## config.mk

```make
export PLATFORM = sky130hd
export DESIGN_NAME = icsr_top
export DESIGN_NICKNAME = d
export VERILOG_FILES = /design/src/rtl/icsr_pkg.sv /design/src/rtl/icsr_stk_if.sv /design/src/rtl/icsr_top.sv /design/src/rtl/icsr_level_stack.sv /design/src/rtl/icsr_prio_pick.sv
export VERILOG_INCLUDE_DIRS = /design/src /design/src/rtl
export SDC_FILE = /design/constraint.sdc
export NUM_CORES = 1
export LEC_CHECK = 0
export BUFFER_PORTS_ARGS = -buffer_cell sky130_fd_sc_hd__buf_2
export CAP_MARGIN = 0
export CORE_MARGIN = 10
export CORE_UTILIZATION = 35
export CTS_CLUSTER_SIZE = 10
export DETAILED_ROUTE_END_ITERATION = 7
export SETUP_SLACK_MARGIN = 0.3
export SYNTH_ARGS = -nofsm -noshare
export SYNTH_HDL_FRONTEND = slang
export SYNTH_SLANG_ARGS = --single-unit
```

## constraint.sdc

```tcl
create_clock -name hclk -period 77.8 [get_ports hclk]
set_input_delay 3.89 -clock hclk [delete_from_list [all_inputs] [get_ports hclk]]
set_output_delay 3.89 -clock hclk [all_outputs]
set_load 0.02 [all_outputs]
```

## src/rtl/icsr_consts.svh

```systemverilog
// Offsets, bit positions and reset values of the interrupt command block.
// Assumes byte addresses on a 32-bit bus, one aligned word per register.
`ifndef ICSR_CONSTS_SVH
`define ICSR_CONSTS_SVH
// ==========================================
// Register byte offsets
`define ICSR_OFS_CORE_STATUS 8'h00
`define ICSR_OFS_ENABLE_CMD 8'h04
`define ICSR_OFS_DISABLE_CMD 8'h08
`define ICSR_OFS_CLEAR_CMD 8'h0C
`define ICSR_OFS_SET_CMD 8'h10
`define ICSR_OFS_EOI_CMD 8'h14
`define ICSR_OFS_SPURIOUS 8'h18
`define ICSR_OFS_VECTOR 8'h1C
`define ICSR_OFS_MASK_VIEW 8'h20
`define ICSR_OFS_PENDING 8'h24
`define ICSR_OFS_EVT_STATUS 8'h28
`define ICSR_OFS_EVT_MASK 8'h2C
// ==========================================
// Bit map shared by all command words
`define ICSR_NUM_SRC 32
`define ICSR_BIT_FAST 0
`define ICSR_BIT_NORMAL 1
`define ICSR_BIT_SOFTWARE 1
`define ICSR_FIRST_NORMAL 1
// ==========================================
// Reset values
`define ICSR_RST_SPURIOUS 32'h0000_0000
`define ICSR_RST_WORD 32'h0000_0000
`endif

```

## src/rtl/icsr_pkg.sv

```systemverilog
// Types and address decoding for the interrupt command block.
// Assumes the constants header is on the include path.
`include "icsr_consts.svh"
package icsr_pkg;
    typedef enum {
        ICSR_R_NONE, ICSR_R_CORE, ICSR_R_ENABLE, ICSR_R_DISABLE, ICSR_R_CLEAR,
        ICSR_R_SET, ICSR_R_EOI, ICSR_R_SPUR, ICSR_R_VECTOR, ICSR_R_MASK,
        ICSR_R_PEND, ICSR_R_EVST, ICSR_R_EVMASK
    } icsr_reg_type;

    function automatic icsr_reg_type icsr_decode(input logic [7:0] a);
        case (a)
            `ICSR_OFS_CORE_STATUS: return ICSR_R_CORE;
            `ICSR_OFS_ENABLE_CMD: return ICSR_R_ENABLE;
            `ICSR_OFS_DISABLE_CMD: return ICSR_R_DISABLE;
            `ICSR_OFS_CLEAR_CMD: return ICSR_R_CLEAR;
            `ICSR_OFS_SET_CMD: return ICSR_R_SET;
            `ICSR_OFS_EOI_CMD: return ICSR_R_EOI;
            `ICSR_OFS_SPURIOUS: return ICSR_R_SPUR;
            `ICSR_OFS_VECTOR: return ICSR_R_VECTOR;
            `ICSR_OFS_MASK_VIEW: return ICSR_R_MASK;
            `ICSR_OFS_PENDING: return ICSR_R_PEND;
            `ICSR_OFS_EVT_STATUS: return ICSR_R_EVST;
            `ICSR_OFS_EVT_MASK: return ICSR_R_EVMASK;
            default: return ICSR_R_NONE;
        endcase
    endfunction : icsr_decode
endpackage : icsr_pkg

```

## src/rtl/icsr_stk_if.sv

```systemverilog
// Port bundle between the level stack control and its storage.
// Assumes one clock; read data is registered in the storage.
`timescale 1ns/100ps
interface icsr_stk_if #(parameter int W = 4, parameter int AW = 3);
    logic push;
    logic [AW-1:0] waddr;
    logic [W-1:0] wdata;
    logic [AW-1:0] raddr;
    logic [W-1:0] rdata;
    modport ctl (output push, output waddr, output wdata, output raddr, input rdata);
    modport mem (input push, input waddr, input wdata, input raddr, output rdata);
endinterface : icsr_stk_if

```

## src/rtl/icsr_top.sv

```systemverilog
// Command and status registers of the vectored interrupt controller.
// Assumes an AHB-Lite master on hclk, source requests and priorities from
// the rest of the controller on the same clock, and one core listening.
`timescale 1ns/100ps
`include "icsr_consts.svh"
module icsr_top #(
    parameter int LVL_W = 3,
    parameter int STK_DEPTH = 8
) (
    // Clock and reset
    input wire logic hclk,
    input wire logic hresetn,
    // AHB-Lite slave
    input wire logic hsel,
    input wire logic [31:0] haddr,
    input wire logic [1:0] htrans,
    input wire logic hwrite,
    input wire logic [2:0] hsize,
    input wire logic [31:0] hwdata,
    input wire logic hready,
    output logic hreadyout,
    output logic [31:0] hrdata,
    output logic hresp,
    // Sources from the rest of the controller
    input wire logic [31:0] src_request,
    input wire logic [32*LVL_W-1:0] src_priority,
    // Core request lines, active high here
    output logic fast_request_line,
    output logic normal_request_line,
    // Event interrupt
    output logic irq_out
);
    localparam int AW = $clog2(STK_DEPTH);
    localparam int SW = LVL_W + 1;

    function automatic logic outranks(input logic cv, input logic [LVL_W-1:0] cp,
                                      input logic nv, input logic [LVL_W-1:0] np);
        return nv && (!cv || np > cp);
    endfunction : outranks

    // ==========================================
    // Bus decode
    logic [31:0] enabled;
    logic [31:0] pending;
    logic [31:0] spurious;
    logic [31:0] evt_status;
    logic [31:0] evt_mask;
    logic cur_valid;
    logic [LVL_W-1:0] cur_prio;
    logic [4:0] cur_src;
    logic [AW:0] depth;
    logic [AW:0] next_depth;
    logic dp_write;
    icsr_pkg::icsr_reg_type dp_reg;
    icsr_pkg::icsr_reg_type ap_reg;
    logic accept;
    logic rd_now;
    logic vec_read;
    logic evt_read;
    logic eoi;
    logic [31:0] cmd_en;
    logic [31:0] cmd_dis;
    logic [31:0] cmd_clr;
    logic [31:0] cmd_set;
    logic cand_valid;
    logic [4:0] cand_id;
    logic [LVL_W-1:0] cand_lvl;
    logic take;
    logic next_fast;
    logic next_normal;
    logic [31:0] rd_mux;

    assign accept = hsel && htrans[1] && hready;
    assign ap_reg = icsr_pkg::icsr_decode(haddr[7:0]);
    assign rd_now = accept && !hwrite;
    assign vec_read = rd_now && ap_reg == icsr_pkg::ICSR_R_VECTOR;
    assign evt_read = rd_now && ap_reg == icsr_pkg::ICSR_R_EVST;
    assign eoi = dp_write && dp_reg == icsr_pkg::ICSR_R_EOI;
    assign cmd_en = (dp_write && dp_reg == icsr_pkg::ICSR_R_ENABLE) ? hwdata : '0;
    assign cmd_dis = (dp_write && dp_reg == icsr_pkg::ICSR_R_DISABLE) ? hwdata : '0;
    assign cmd_clr = (dp_write && dp_reg == icsr_pkg::ICSR_R_CLEAR) ? hwdata : '0;
    assign cmd_set = (dp_write && dp_reg == icsr_pkg::ICSR_R_SET) ? hwdata : '0;

    // Zero wait states, so a data phase always ends at the next edge
    always_ff @(posedge hclk or negedge hresetn) begin
        if (!hresetn) begin
            dp_write <= 1'b0;
            dp_reg <= icsr_pkg::ICSR_R_NONE;
        end else begin
            dp_write <= accept && hwrite;
            dp_reg <= accept ? ap_reg : icsr_pkg::ICSR_R_NONE;
        end
    end

    always_ff @(posedge hclk or negedge hresetn) begin
        if (!hresetn) begin
            hreadyout <= 1'b0;
            hresp <= 1'b0;
        end else begin
            hreadyout <= 1'b1;
            hresp <= 1'b0;
        end
    end

    // ==========================================
    // Enable and pending state
    always_ff @(posedge hclk or negedge hresetn) begin
        if (!hresetn) begin
            enabled <= `ICSR_RST_WORD;
        end else begin
            enabled <= (enabled & ~cmd_dis) | cmd_en;
        end
    end

    // A request arriving with a clear survives it
    always_ff @(posedge hclk or negedge hresetn) begin
        if (!hresetn) begin
            pending <= `ICSR_RST_WORD;
        end else begin
            pending <= (pending & ~cmd_clr) | cmd_set | src_request;
        end
    end

    always_ff @(posedge hclk or negedge hresetn) begin
        if (!hresetn) begin
            spurious <= `ICSR_RST_SPURIOUS;
        end else if (dp_write && dp_reg == icsr_pkg::ICSR_R_SPUR) begin
            spurious <= hwdata;
        end
    end

    // ==========================================
    // Arbitration and level stack
    icsr_prio_pick #(.LVL_W(LVL_W)) u_pick (
        .active(pending & enabled),
        .prio(src_priority),
        .valid(cand_valid),
        .id(cand_id),
        .lvl(cand_lvl)
    );

    icsr_stk_if #(.W(SW), .AW(AW)) stk ();

    icsr_level_stack #(.W(SW), .DEPTH(STK_DEPTH)) u_stack (
        .hclk(hclk),
        .hresetn(hresetn),
        .stk(stk)
    );

    // A vector read only acts when a source outranks the current level
    assign take = vec_read && outranks(cur_valid, cur_prio, cand_valid, cand_lvl);

    always_comb begin
        next_depth = depth;
        if (take && !eoi && depth != (AW+1)'(STK_DEPTH)) begin
            next_depth = depth + 1'b1;
        end else if (eoi && !take && depth != '0) begin
            next_depth = depth - 1'b1;
        end
    end

    // Full stack drops the new push silently
    assign stk.push = take && !eoi && depth != (AW+1)'(STK_DEPTH);
    assign stk.waddr = depth[AW-1:0];
    assign stk.wdata = {cur_valid, cur_prio};
    assign stk.raddr = next_depth[AW-1:0] - 1'b1;

    always_ff @(posedge hclk or negedge hresetn) begin
        if (!hresetn) begin
            depth <= '0;
        end else begin
            depth <= next_depth;
        end
    end

    always_ff @(posedge hclk or negedge hresetn) begin
        if (!hresetn) begin
            cur_valid <= 1'b0;
            cur_prio <= '0;
            cur_src <= 5'h00;
        end else if (take) begin
            cur_valid <= 1'b1;
            cur_prio <= cand_lvl;
            cur_src <= cand_id;
        end else if (eoi) begin
            if (depth != '0) begin
                {cur_valid, cur_prio} <= stk.rdata;
            end else begin
                cur_valid <= 1'b0;
                cur_prio <= '0;
            end
            cur_src <= 5'h00;
        end
    end

    // ==========================================
    // Core request lines
    // bit 0 is fast
    assign next_fast = enabled[`ICSR_BIT_FAST] && pending[`ICSR_BIT_FAST];
    // raise when outranked, drop on read
    assign next_normal = outranks(cur_valid, cur_prio, cand_valid, cand_lvl) && !vec_read;

    always_ff @(posedge hclk or negedge hresetn) begin
        if (!hresetn) begin
            fast_request_line <= 1'b0;
            normal_request_line <= 1'b0;
        end else begin
            fast_request_line <= next_fast;
            normal_request_line <= next_normal;
        end
    end

    // ==========================================
    // Event status and interrupt
    always_ff @(posedge hclk or negedge hresetn) begin
        if (!hresetn) begin
            evt_status <= `ICSR_RST_WORD;
        end else begin
            evt_status <= (evt_read ? `ICSR_RST_WORD : evt_status)
                          | {30'h0, next_normal && !normal_request_line,
                             next_fast && !fast_request_line};
        end
    end

    always_ff @(posedge hclk or negedge hresetn) begin
        if (!hresetn) begin
            evt_mask <= `ICSR_RST_WORD;
        end else if (dp_write && dp_reg == icsr_pkg::ICSR_R_EVMASK) begin
            evt_mask <= hwdata;
        end
    end

    always_ff @(posedge hclk or negedge hresetn) begin
        if (!hresetn) begin
            irq_out <= 1'b0;
        end else begin
            irq_out <= |(evt_status & evt_mask);
        end
    end

    // ==========================================
    // Read data, valid through the data phase
    always_comb begin
        case (ap_reg)
            icsr_pkg::ICSR_R_CORE: rd_mux = {30'h0, normal_request_line, fast_request_line};
            icsr_pkg::ICSR_R_SPUR: rd_mux = spurious;
            icsr_pkg::ICSR_R_VECTOR: rd_mux = take ? {27'h0, cand_id} : spurious;
            icsr_pkg::ICSR_R_MASK: rd_mux = enabled;
            icsr_pkg::ICSR_R_PEND: rd_mux = pending;
            icsr_pkg::ICSR_R_EVST: rd_mux = evt_status;
            icsr_pkg::ICSR_R_EVMASK: rd_mux = evt_mask;
            default: rd_mux = 32'h0000_0000;
        endcase
    end

    always_ff @(posedge hclk or negedge hresetn) begin
        if (!hresetn) begin
            hrdata <= 32'h0000_0000;
        end else begin
            hrdata <= rd_now ? rd_mux : 32'h0000_0000;
        end
    end
endmodule : icsr_top

```

## src/rtl/icsr_level_stack.sv

```systemverilog
// Storage for saved priority levels, registered read with write bypass.
// Assumes the controller keeps the depth count and never reads past it.
`timescale 1ns/100ps
module icsr_level_stack #(
    parameter int W = 4,
    parameter int DEPTH = 8
) (
    // Clock and reset
    input wire logic hclk,
    input wire logic hresetn,
    // Stack port
    icsr_stk_if.mem stk
);
    logic [W-1:0] mem [DEPTH];

    always_ff @(posedge hclk) begin
        if (stk.push) begin
            mem[stk.waddr] <= stk.wdata;
        end
    end

    // Bypass so a push is visible as the top on the very next cycle
    always_ff @(posedge hclk or negedge hresetn) begin
        if (!hresetn) begin
            stk.rdata <= '0;
        end else if (stk.push && stk.waddr == stk.raddr) begin
            stk.rdata <= stk.wdata;
        end else begin
            stk.rdata <= mem[stk.raddr];
        end
    end
endmodule : icsr_level_stack

```

## src/rtl/icsr_prio_pick.sv

```systemverilog
// Finds the highest-priority active normal source.
// Assumes bit 0 is the fast source and is left out; ties go to the lower number.
`timescale 1ns/100ps
`include "icsr_consts.svh"
module icsr_prio_pick #(
    parameter int LVL_W = 3
) (
    // Candidates
    input wire logic [31:0] active,
    input wire logic [32*LVL_W-1:0] prio,
    // Winner
    output logic valid,
    output logic [4:0] id,
    output logic [LVL_W-1:0] lvl
);
    always_comb begin
        valid = 1'b0;
        id = 5'h00;
        lvl = '0;
        for (int i = `ICSR_FIRST_NORMAL; i < `ICSR_NUM_SRC; i++) begin
            if (active[i] && (!valid || prio[i*LVL_W +: LVL_W] > lvl)) begin
                valid = 1'b1;
                id = 5'(i);
                lvl = prio[i*LVL_W +: LVL_W];
            end
        end
    end
endmodule : icsr_prio_pick

```

==> impl_metrics.toml <==
[run_status]
status = "finished clean"

[min_path]
hold_path_end = "spurious[6]$_DFFE_PN0P_"
hp-start = "spurious[6]$_DFFE_PN0P_"
hp-class = "flip-flop to flip-flop"
hold_depth = 1

[global_routing]
gr-total-overflow = 0
grt_pass1_vias = 12345
grt_usage = 0.188
antenna_found_initial = 5
grt_max_degree = 111
grt_first_pass_wirelength_mm = 71.2

[yosys]
synthAdderAreaFrac = 0.0658
synth.area.top_cells = "dfrtp_1 33%, edfxtp_1 7.0%, ha_1 6.4%"
synth-compound-area-share = 0.240
synth_nets = 1734
yosysTopAreaCell = "dfrtp_1"
ys_ff_latch = 215
synth_edf_count = 32
synth_common_cells = "209 x nand2_1, 183 x dfrtp_1, 128 x a21oi_1, 78 x inv_1, 75 x mux2_2"
ys_warn_count = 0
yosys.area.top_type_share = 0.332
yosysMostFrequentCell = "nand2_1"
syn_inst = 1461
yosysUniqueCellTypes = 115
synth_mux_area_frac = 0.0767
yosys.area_share.simple = 0.169
async_reset_ff_frac = 0.851
ys_seq_area_frac = 0.401
synthFlopType = "dfrtp_1"
synthXorXnorAreaFrac = 0.00444
syn_avg_cell_area_um2 = 9.45
synth_area_um2 = 13800
synth_top_family_by_area = "compound AO/OA/AOI/OAI gates"

[timing]
setup_viol = 0
hold_viol = 0
slew_violations = 0
rsz0062_at_grt = "false"
finalCritPeriodShare = 0.693
setup_slack_ns = 23.87
finalClockSkew_ns = 0.0198
clock.fmax_ghz = 0.0185
timing.hold.ws_ns = 0.503
min_period_ns = 53.93
setup_tns_ns = 0
relSlewSlack = 0.142
tightest_slew_ns = 1.28

[detailed_routing]
via_per_inst = 5.71
via_count = 12484
drc = 0
wl_mm = 46.0
drt-initial-drc-count = 1151
wl_per_cell_um = 21.1
firstDrtPassIters = 7
ant_nets = 0

[placed_design]
dp_hpwl_mm = 35.2
io_buffer_count = 206
dp_slack_ns = 23.70
gp_congestion = 0.923
placed_cell_area_um2 = 15400

[clock_network]
ctsResizeCount = 0
htree_num_levels = 1
clk_path_buf_depth = 3
insertion_delay_ns = 0.55
cts_tree = "yes"
holdBufCountCts = 0
path_clk_slew_ns = 0.05
cts.sinks = 215
root_buffer = "clkbuf_16"
numCtsBuffers = 26
cts_setup_buffers = 0

[critical_path]
reg2reg_depth = 238
crit_top_cell = "a21oi_1"
critPathTopFamily = "compound AO/OA/AOI/OAI gates"
critPathBufInv = 12
cpMaxStageDelayCell = "nor4_2"
rrSetupSlack_ns = 26.58
crit_start = "src_priority[3]"
start_kind = "primary input"
r2r-start = "enabled[1]$_DFF_PN0_"
crit_type = "primary input to flip-flop"
end_kind = "flip-flop"
slowest_delay_ns = 0.73
worst_ep_required_time_ns = 78.23
path_depth = 238
critPathMaxFanout = 17
reg2reg_to = "u_stack.stk.rdata[2]$_DFF_PN0_"
worstPathArrival_ns = 54.36

[die]
dieArea_um2 = 47800
core_region_area_um2 = 38800
fp-row-count = 72
ios = 239
die_h_um = 219
start_util = 0.356
dieWidth_um = 219

[pwr]
finalPower_mw = 0.268
p_leak_nw = 7.12
peakVddDrop_v = 0.0000144
power.density_nw_per_um2 = 16.6

[layout]
seq_area_um2 = 5540
nFillCells = 3885
drive_gt1_frac = 0.237
nNetsFinal = 1926
multiInputGateArea_um2 = 7710
syn2layout_area_growth_pct = 16.7
final_cell_area_um2 = 16100

[job]
drv_cap = 0
cell families after synthesis:
kind of cell,after synthesis
flops,215
mux,94
compound gates,456
simple gates,478
other cells,2
buf+inv,139
fa+ha+maj,73
xor+xnor,4
through the flow:
step                       util  cells
after floorplan               -   1461
after global placement    0.396   2143
after detailed placement  0.396   2143
after CTS                 0.415   2182
after global routing      0.415   2185
final                     0.415   2186
worst max path at each step:
stage | end | slack (ns)
floorplan | u_stack.stk.rdata[2]$_DFF_PN0_ | 31.26
global placement | u_stack.stk.rdata[1]$_DFF_PN0_ | 24.28
detailed placement | u_stack.stk.rdata[1]$_DFF_PN0_ | 23.70
CTS | u_stack.stk.rdata[1]$_DFF_PN0_ | 24.06
global route | u_stack.stk.rdata[1]$_DFF_PN0_ | 19.42
finish | u_stack.stk.rdata[2]$_DFF_PN0_ | 23.87
metal layers:
metal	vias up	share of wire	wire, µm	track usage
li1	5901	-	-	-
met1	6098	0.45	20500	0.253
met2	420	0.47	21500	0.305
met3	61	0.071	3250	0.0352
met4	4	0.017	760	0.0430
met5	-	0.00054	25	0
placed cells by master (no fill, tap or decap), types with 22 or more instances in the layout:
cell       count
a222oi_1      29
clkbuf_16     26
nor2_1        68
nand2_1      209
a21oi_1      128
nand3_1       58
edfxtp_1      32
a31oi_1       55
mux2_2        75
a221o_1       33
buf_2        205
ha_1          71
inv_1         78
dfrtp_1      182
nor3_1        22
o21ai_0       53
power by group:
| part | internal, mW | switching [mW] |
|---|---|---|
| registers | 0.116 | 0.00172 |
| logic | 0.0173 | 0.0255 |
| clock network | 0.0617 | 0.0457 |
cell type report:
class | count | area share
Antenna cell | 4 | 0.000621
Sequential cell | 215 | 0.344
Tap cell | 518 | 0.0402
Clock inverter | 2 | 0.00147
Multi-Input combinational cell | 1107 | 0.479
Timing Repair Buffer | 222 | 0.0720
Clock buffer | 37 | 0.0435
Inverter | 81 | 0.0197
(Power assumes the default switching activity.)
